## src/shared/pds_pkg.sv

```systemverilog
// Purpose: constants and types for the parameter dictionary store
// Assumes: 16-bit index, 8-bit subindex, 32-bit entry values
// Notes: channel ranges use a stride of 0x10 indices
package pds_pkg;
    // ========================================
    // Address ranges
    localparam logic [15:0] PDS_IDX_IDENT = 16'h1000;
    localparam logic [15:0] PDS_IDX_LEGACY = 16'h4000;
    localparam logic [15:0] PDS_IDX_INPUT = 16'h6000;
    localparam logic [15:0] PDS_IDX_OUTPUT = 16'h7000;
    localparam logic [15:0] PDS_IDX_CHAN = 16'h8000;
    localparam logic [15:0] PDS_IDX_SUPPRESS = 16'hF008;
    localparam logic [15:0] PDS_CHAN_STRIDE = 16'h0010;
    localparam logic [31:0] PDS_CODE_WORD = 32'h12345678;
    // ========================================
    // Store geometry: channels x settings per channel
    localparam int PDS_NCHAN = 4;
    localparam int PDS_NSUB = 8;
    localparam int PDS_NENT = PDS_NCHAN * PDS_NSUB;
    // Identity entries at 0x1000 (subindex 0..3)
    localparam int PDS_NIDENT = 4;
    // Arbitrary identity word
    localparam logic [31:0] PDS_IDENT_VAL = 32'h0000A5A5;
    // Factory default for every writable setting
    localparam logic [31:0] PDS_DEFAULT_VAL = 32'h00000000;
    // Input/output process-data descriptor (subindex 0 count)
    localparam logic [31:0] PDS_PD_COUNT = 32'h00000001;
    // ========================================
    // Result codes
    typedef enum logic [1:0]
    {
        PDS_OK = 2'h0,
        PDS_ERR_NOENT = 2'h1,
        PDS_ERR_RDONLY = 2'h2
    } pds_res_t;
endpackage

```

## src/shared/pds_nv_if.sv

```systemverilog
// Purpose: link between dictionary core and nonvolatile commit unit
// Assumes: single clock
// Notes: commit request holds until accepted
`timescale 1ns/10ps
interface pds_nv_if;
    logic req; // Commit wanted
    logic [4:0] slot; // Entry slot
    logic [31:0] data; // Value to save
    logic busy; // Commit unit working
    modport core (output req, output slot, output data, input busy);
    modport saver (input req, input slot, input data, output busy);
endinterface

```

## src/hdl/pds_nv_commit.sv

```systemverilog
// Purpose: commits changed entries to nonvolatile memory
// Assumes: memory write port answers with done pulse
// Notes: one save at a time, busy until done
`timescale 1ns/10ps
module pds_nv_commit
    import pds_pkg::*;
(
    input wire logic clk,
    input wire logic nrst,
    pds_nv_if.saver nv,
    output logic nvWrite,
    output logic [4:0] nvAddr,
    output logic [31:0] nvData,
    input wire logic nvDone
);
    typedef struct packed
    {
        logic busy;
        logic [4:0] addr;
        logic [31:0] data;
    } pds_nvst_t;
    pds_nvst_t st_r, st_nxt;
    // ========================================
    // Next state: latch one request, hold until memory done
    always_comb
    begin
        st_nxt = st_r;
        // RULE7 power-fail-safe commit
        if (!st_r.busy && nv.req)
        begin
            st_nxt.busy = 1'b1;
            st_nxt.addr = nv.slot;
            st_nxt.data = nv.data;
        end
        else if (st_r.busy && nvDone)
        begin
            st_nxt.busy = 1'b0;
        end
    end
    // ========================================
    // State register
    always_ff @(posedge clk or negedge nrst)
    begin
        if (!nrst)
            st_r <= '0;
        else
            st_r <= st_nxt;
    end
    // Memory keeps old value until write completes, so a
    // cut mid-write leaves either old or new word intact
    assign nvWrite = st_r.busy;
    assign nvAddr = st_r.addr;
    assign nvData = st_r.data;
    assign nv.busy = st_r.busy;
endmodule

```

## src/hdl/pds_store.sv

```systemverilog
// Purpose: parameter dictionary addressed by index and subindex
// Assumes: one request at a time; answer one cycle later
// Notes: no software registers; master requests on plain ports
// Notes: at most one save waits for the commit unit; further requests stall
//
// Notes on behaviour
// RULE1 - 16-bit index plus 8-bit subindex addressing
// RULE2 - Reads always allowed; writes only writable
// RULE3 - Identity and PD descriptions at 0x1000; code holds only identity there, PD counts sit at 0x6000/0x7000
// RULE4 - Channel settings live from 0x8000
// RULE5 - Legacy 0x4000 range mirrors 0x8000 range
// RULE6 - Inputs at 0x6000, outputs at 0x7000
// RULE7 - Online changes saved power-fail safely
// RULE8 - Code word at 0xF008 enables suppression
// RULE9 - Suppressed: working copy only, no saving
// RULE10 - Each channel spans sixteen consecutive indices; code holds settings only at the first index of each
// RULE11 - Master limits writes without suppression
// RULE12 - Fresh unit starts with factory defaults
// RULE13 - Master replays startup list at start
// RULE14 - Missing entry or read-only write refused
`timescale 1ns/10ps
module pds_store
    import pds_pkg::*;
(
    input wire logic clk,
    input wire logic nrst,
    input wire logic reqValid,
    input wire logic reqWrite,
    input wire logic [15:0] reqIndex,
    input wire logic [7:0] reqSub,
    input wire logic [31:0] reqData,
    output logic reqReady,
    output logic rspValid,
    output logic [1:0] rspCode,
    output logic [31:0] rspData,
    output logic suppressNvSave,
    output logic nvWrite,
    output logic [4:0] nvAddr,
    output logic [31:0] nvData,
    input wire logic nvDone
);
    // ========================================
    // Decoded address
    // One-hot codes keep the case arms cheap and disjoint;
    // every request lands in exactly one range
    typedef enum logic [4:0]
    {
        PDS_R_NONE = 5'h01,
        PDS_R_IDENT = 5'h02,
        PDS_R_PD = 5'h04,
        PDS_R_CHAN = 5'h08,
        PDS_R_SUPP = 5'h10
    } pds_reg_t;

    // All module state
    // One packed struct, so reset and next state stay
    // in step; the settings array dominates its size
    typedef struct packed
    {
        logic [PDS_NENT-1:0][31:0] mem; // Working copy of settings
        logic [31:0] suppWord; // Value held at 0xF008
        logic rspValid;
        logic [1:0] rspCode;
        logic [31:0] rspData;
        logic pend; // Save waiting for commit unit
        logic [4:0] pendSlot;
    } pds_st_t;

    pds_st_t st_r, st_nxt;
    pds_nv_if nvl ();
    logic suppOn; // Suppression active

    // ========================================
    // Address decode, shared by read and write paths
    // RULE1 full index and subindex decode
    function automatic pds_reg_t decodeRange(input logic [15:0] idx,
        input logic [7:0] sub);
        logic [15:0] off;
        off = 16'h0000;
        decodeRange = PDS_R_NONE;
        // RULE4 channel ranges, RULE5 legacy mirror
        if ((idx & 16'hF000) == PDS_IDX_CHAN ||
            (idx & 16'hF000) == PDS_IDX_LEGACY)
        begin
            off = idx & 16'h0FFF;
            // Limitation: only the first index of each channel
            // holds settings; the other fifteen answer no entry
            // RULE10 stride 0x10, index 0 within channel used
            if (off[15:4] < 12'(PDS_NCHAN) && off[3:0] == 4'h0 &&
                sub < 8'(PDS_NSUB))
                decodeRange = PDS_R_CHAN;
        end
        // RULE3 identity entries
        else if (idx == PDS_IDX_IDENT && sub < 8'(PDS_NIDENT))
            decodeRange = PDS_R_IDENT;
        // RULE6 input and output descriptions
        else if ((idx == PDS_IDX_INPUT || idx == PDS_IDX_OUTPUT) &&
            sub == 8'h00)
            decodeRange = PDS_R_PD;
        // RULE8 single code-word entry
        else if (idx == PDS_IDX_SUPPRESS && sub == 8'h00)
            decodeRange = PDS_R_SUPP;
    endfunction

    // Slot of a channel entry; mirror ranges share one slot
    // RULE5 both ranges map here, so writes show in both
    // Slot is channel times eight plus subindex
    function automatic logic [4:0] slotOf(input logic [15:0] idx,
        input logic [7:0] sub);
        slotOf = {idx[5:4], sub[2:0]};
    endfunction

    // RULE8 active only while the code word is held
    // Reset clears the word, so power-on starts unsuppressed
    assign suppOn = (st_r.suppWord == PDS_CODE_WORD);

    // ========================================
    // Next state: serve request, queue saves
    always_comb
    begin
        pds_reg_t rg;
        logic [4:0] sl;
        rg = decodeRange(reqIndex, reqSub);
        sl = slotOf(reqIndex, reqSub);
        st_nxt = st_r;
        st_nxt.rspValid = 1'b0;
        // Hand pending save to commit unit when it is free
        // Request and accept fall in the same cycle
        if (st_r.pend && !nvl.busy)
            st_nxt.pend = 1'b0;
        if (reqValid && reqReady)
        begin
            st_nxt.rspValid = 1'b1;
            st_nxt.rspCode = PDS_OK;
            st_nxt.rspData = 32'h00000000;
            unique case (rg)
                PDS_R_NONE:
                    // RULE14 unknown entry refused
                    st_nxt.rspCode = PDS_ERR_NOENT;
                // RULE3 and RULE6 fixed descriptions
                PDS_R_IDENT, PDS_R_PD:
                begin
                    // RULE2 fixed entries refuse writes
                    if (reqWrite)
                        st_nxt.rspCode = PDS_ERR_RDONLY;
                    else if (rg == PDS_R_IDENT)
                        st_nxt.rspData = PDS_IDENT_VAL;
                    else
                        st_nxt.rspData = PDS_PD_COUNT;
                end
                // RULE8 any other value ends suppression
                // Word itself is never saved, so power-on clears it
                PDS_R_SUPP:
                begin
                    if (reqWrite)
                        st_nxt.suppWord = reqData;
                    else
                        st_nxt.rspData = st_r.suppWord;
                end
                // RULE4 writable settings, either range
                PDS_R_CHAN:
                begin
                    if (reqWrite)
                    begin
                        st_nxt.mem[sl] = reqData;
                        // RULE9 no save while suppressed
                        if (!suppOn)
                        begin
                            // RULE7 queue save of changed value
                            st_nxt.pend = 1'b1;
                            st_nxt.pendSlot = sl;
                        end
                    end
                    else
                        // Read returns the working copy
                        st_nxt.rspData = st_r.mem[sl];
                end
            endcase
        end
    end

    // ========================================
    // State register; defaults at every power-on
    always_ff @(posedge clk or negedge nrst)
    begin
        if (!nrst)
        begin
            // RULE12 factory defaults, RULE8 suppression off
            st_r <= '0;
            // Settings come back as factory defaults
            st_r.mem <= {PDS_NENT{PDS_DEFAULT_VAL}};
            st_r.rspCode <= PDS_OK;
        end
        else
            // Every field moves together each edge
            st_r <= st_nxt;
    end

    // Stall while a save waits, so no change is dropped;
    // trade-off: one write per commit, memory-bound rate
    assign reqReady = !st_r.pend;
    assign rspValid = st_r.rspValid;
    assign rspCode = st_r.rspCode;
    assign rspData = st_r.rspData;
    assign suppressNvSave = suppOn;

    // Commit request carries the latest working value
    assign nvl.req = st_r.pend;
    assign nvl.slot = st_r.pendSlot;
    assign nvl.data = st_r.mem[st_r.pendSlot];

    // ========================================
    // Nonvolatile commit unit
    // Takes one slot at a time; the store stalls new
    // requests rather than queue more than one save
    pds_nv_commit uCommit
    (
        .clk(clk),
        .nrst(nrst),
        .nv(nvl),
        .nvWrite(nvWrite),
        .nvAddr(nvAddr),
        .nvData(nvData),
        .nvDone(nvDone)
    );
endmodule

```

## config.mk

```make
export PLATFORM = sky130hd
export DESIGN_NAME = pds_store
export DESIGN_NICKNAME = d
export VERILOG_FILES = /design/src/shared/pds_pkg.sv /design/src/shared/pds_nv_if.sv /design/src/hdl/pds_nv_commit.sv /design/src/hdl/pds_store.sv
export SDC_FILE = /design/constraint.sdc
export NUM_CORES = 2
export LEC_CHECK = 0
export BUFFER_PORTS_ARGS = -buffer_cell sky130_fd_sc_hd__buf_2
export CAP_MARGIN = 20
export CORE_AREA = 2 2 309 342
export CTS_CLUSTER_SIZE = 40
export DETAILED_ROUTE_END_ITERATION = 6
export DIE_AREA = 0 0 311 344
export PLACE_DENSITY = 0.74
export SLEW_MARGIN = 0
export SYNTH_ARGS = -nofsm -noshare
export SYNTH_HDL_FRONTEND = slang
export SYNTH_SLANG_ARGS = --single-unit
```

## constraint.sdc

```tcl
create_clock -name clk -period 2.81 [get_ports clk]
set_input_delay 0.562 -clock clk [delete_from_list [all_inputs] [get_ports clk]]
set_output_delay 0.562 -clock clk [all_outputs]
set_load 0.02 [all_outputs]
```

==> flow_summary.ini <==
[critical_path]
cp.arrival_ns = 2.23
worstSetupStartpointType = flop
rrSetupSlack_ns = 0.20
timing.critical_path.fanout_max = 2
worst_ep_required_time_ns = 2.25
crit_path_end_kind = primary output
critical_path_class = reg2out

[logic_synthesis]
yosys.area_share.xor_xnor = 0.000150
synth_ff_type = dfrtp_1
async_sr_flop_fraction = 1.00
ys_types = 44
synth_simple_gate_area_frac = 0.0272
seq_area_frac_synth = 0.485
synthesis.instances = 4254
post_synth_mux_area_share = 0.393
synth_fp_nets = 4315
synth_edf_count = 0
ys_seq_elements = 1135
yosys.area_share.adder = 0
synth_compound_gate_area_share = 0.0614
syn-mean-instance-area_um2 = 13.8
synthesis.area_mm2 = 0.0586
combinational_family_with_the_most_area_after_synthesis = multiplexers
ys.warnings.count = 0

[clock_network]
worst_setup_hold_path_clk_slew_ns = 0.06
cts_made_buffers = 115
cts_tree = done
cts_htree_levels = 3
clock-root-buffer = clkbuf_16
clock_sink_count = 1135
worst_skew_pair.late_latency_ns = 0.72
clk_path_buf_depth = 3

[routing]
detailedRoute.firstIterationViolations = 5502
drtPass1Iterations = 5
detail-route-antenna-nets = 0
remaining_drc_errors = 0
route.vias.total = 42600
routed_wire_length_per_instance_um = 35.1
routed_wl_um = 206000
route.detailed.vias_per_inst = 7.23

[die]
placeableCoreArea_mm2 = 0.103
die_width_um = 311
placementRows = 124
die_height_um = 344
io-pin-count = 136
design.die.area_mm2 = 0.107
effective_utilization_at_floorplan = 0.567

[place]
placed_area_mm2 = 0.0642
place.gp.congestion = 0.942
setup_slack_after_placement_ns = -0.400
place_hpwl_um = 135000
placement.io_buffers = 135
placedCellCount = 5671

[sta]
finalHoldViolations = 0
slew-limit-headroom = 0.170
rsz_0062_raised_after_global_routing = true
post-route-period-util = 0.993
fin_crit_ns = 2.79
fin_worst_skew_ns = 0.0272
maxClockFrequency_ghz = 0.358
timing.final.ws_setup_ns = 0.0192
worst_slew_pin_slew_ns = 1.24
final-max-slew-violation-count = 0
finalSetupViolCount = 0

[global_route]
global_route.overflow_total = 0
initial_antenna_violation_count = 9
gr-usage-all-layers = 0.385
first_global_vias = 43100
grt_pass1_wl_um = 300000
grt_max_degree = 85

[pwr]
total_leakage_power_nw = 32.8
cell_area_power_density_mw_per_mm2 = 507
ir_worst_vdd_mv = 0.516

[hold_path]
hold_class = in2reg

[final_layout]
final_net_count = 4468
final_cell_count_no_fill = 5889
final_layout_size_suffix_gt1_frac = 0.463
most-common-layout-cells = 1,126 x dfrtp_1, 1,054 x mux2_2, 530 x mux2i_1, 264 x o22ai_1, 256 x mux4_2
layout.cells.most_common = dfrtp_1
final_area_mm2 = 0.0684
flow.area_growth_from_synthesis_pct = 16.8

[outcome]
result_of_the_run = complete, no violations

[job]
max_cap_viol_count = 0
## worst max-delay path, cell delays in order (launching register included)
cell and delay, ns:
dfrtp_2 0.48, nor4b_4 0.32, nand4_1 0.15, buf_6 0.18, nor3_4 0.22, buf_6 0.15
## final cells by class
type / count / area, um^2
multi-input cells: 2650 / 28700
fillers: 7458 / 34900
clock inverters: 46 / 713
well taps: 1386 / 1730
inverters: 4 / 15.0
flip-flops and latches: 1135 / 28400
repair buffers: 501 / 5370
diodes: 2 / 5.00
clock buffers: 165 / 3410
## synth_stat cells, drive strengths merged, types with 34 or more instances
master  count  area [um^2]
buf       238         1090
mux2i     530         5310
dfrtp    1135        28400
nor4       49          334
a22oi     118          886
mux2     1061        11900
nand2      58          218
or4        34          255
clkbuf    227          852
o22ai     264         1650
nor2       34          128
mux4      256         5770
## report_power, final
group | total [W] | switching, W | internal [W]
clock network | 0.0168 | 0.00685 | 0.00996
logic | 0.00151 | 0.00107 | 0.000433
registers | 0.0164 | 0.0000152 | 0.0163
## cell families (layout without fill, tap and decap cells)
| group | after synthesis | in the layout |
|---|---|---|
| other cells | 0 | 2 |
| compound gates | 531 | 531 |
| buf+inv | 469 | 716 |
| flops | 1135 | 1135 |
| simple gates | 271 | 271 |
| xor+xnor | 1 | 1 |
| mux | 1847 | 1847 |
## state kept, by name (all words and copies together) (netlist names)
name and count:
nvl.req 1, nvl.slot 5, rspCode 2, rspData 32
rspValid 1, st_r 1056, uCommit.nv.busy 1, uCommit.nvAddr 5
uCommit.nvData 32
## per-stage QoR
step	TNS [ns]	util	hold slack (ns)	power (W)
6_report	0	0.662	0.196	0.0347
5_1_grt	-0.0215	0.662	0.200	0.0355
4_1_cts	0	0.662	0.148	0.0347
3_5_place_dp	-102.73	0.621	0.462	0.0181
3_3_place_gp	-93.27	0.621	0.456	0.0181
2_1_floorplan	-0.506	-	0.266	0.0172
## routing by layer
layer | GRT usage | part of all wire | wire length [um]
met1 | 0.494 | 0.37 | 76300
met2 | 0.582 | 0.45 | 92000
met3 | 0.0993 | 0.11 | 22100
met4 | 0.255 | 0.077 | 15900
met5 | 0 | 0.00024 | 49
## worst paths after layout
kind                                        start                  to  cells past startpoint
min in group asynchronous                    nrst          st_r[1038]                      2
max in group asynchronous                    nrst           st_r[514]                      3
worst max-delay path                     st_r[48]      suppressNvSave                      5
worst min register to register  uCommit.nvAddr[4]   uCommit.nvAddr[4]                      2
worst min-delay path                     reqValid            rspValid                      3
worst max register to register        nvl.slot[2]  uCommit.nvData[25]                      5
## what timing repair did
| action | 4_1_cts | 5_1_grt |
|---|---|---|
| endpoints found under the hold margin | 30 | 0 |
| resized for setup | 9 | 7 |
| setup buffers | 2 | 0 |
| hold buffers | 2 | 0 |
| endpoints found under the setup margin | 1 | 1 |
| pin swaps | 1 | 3 |
(Power assumes the default switching activity.)
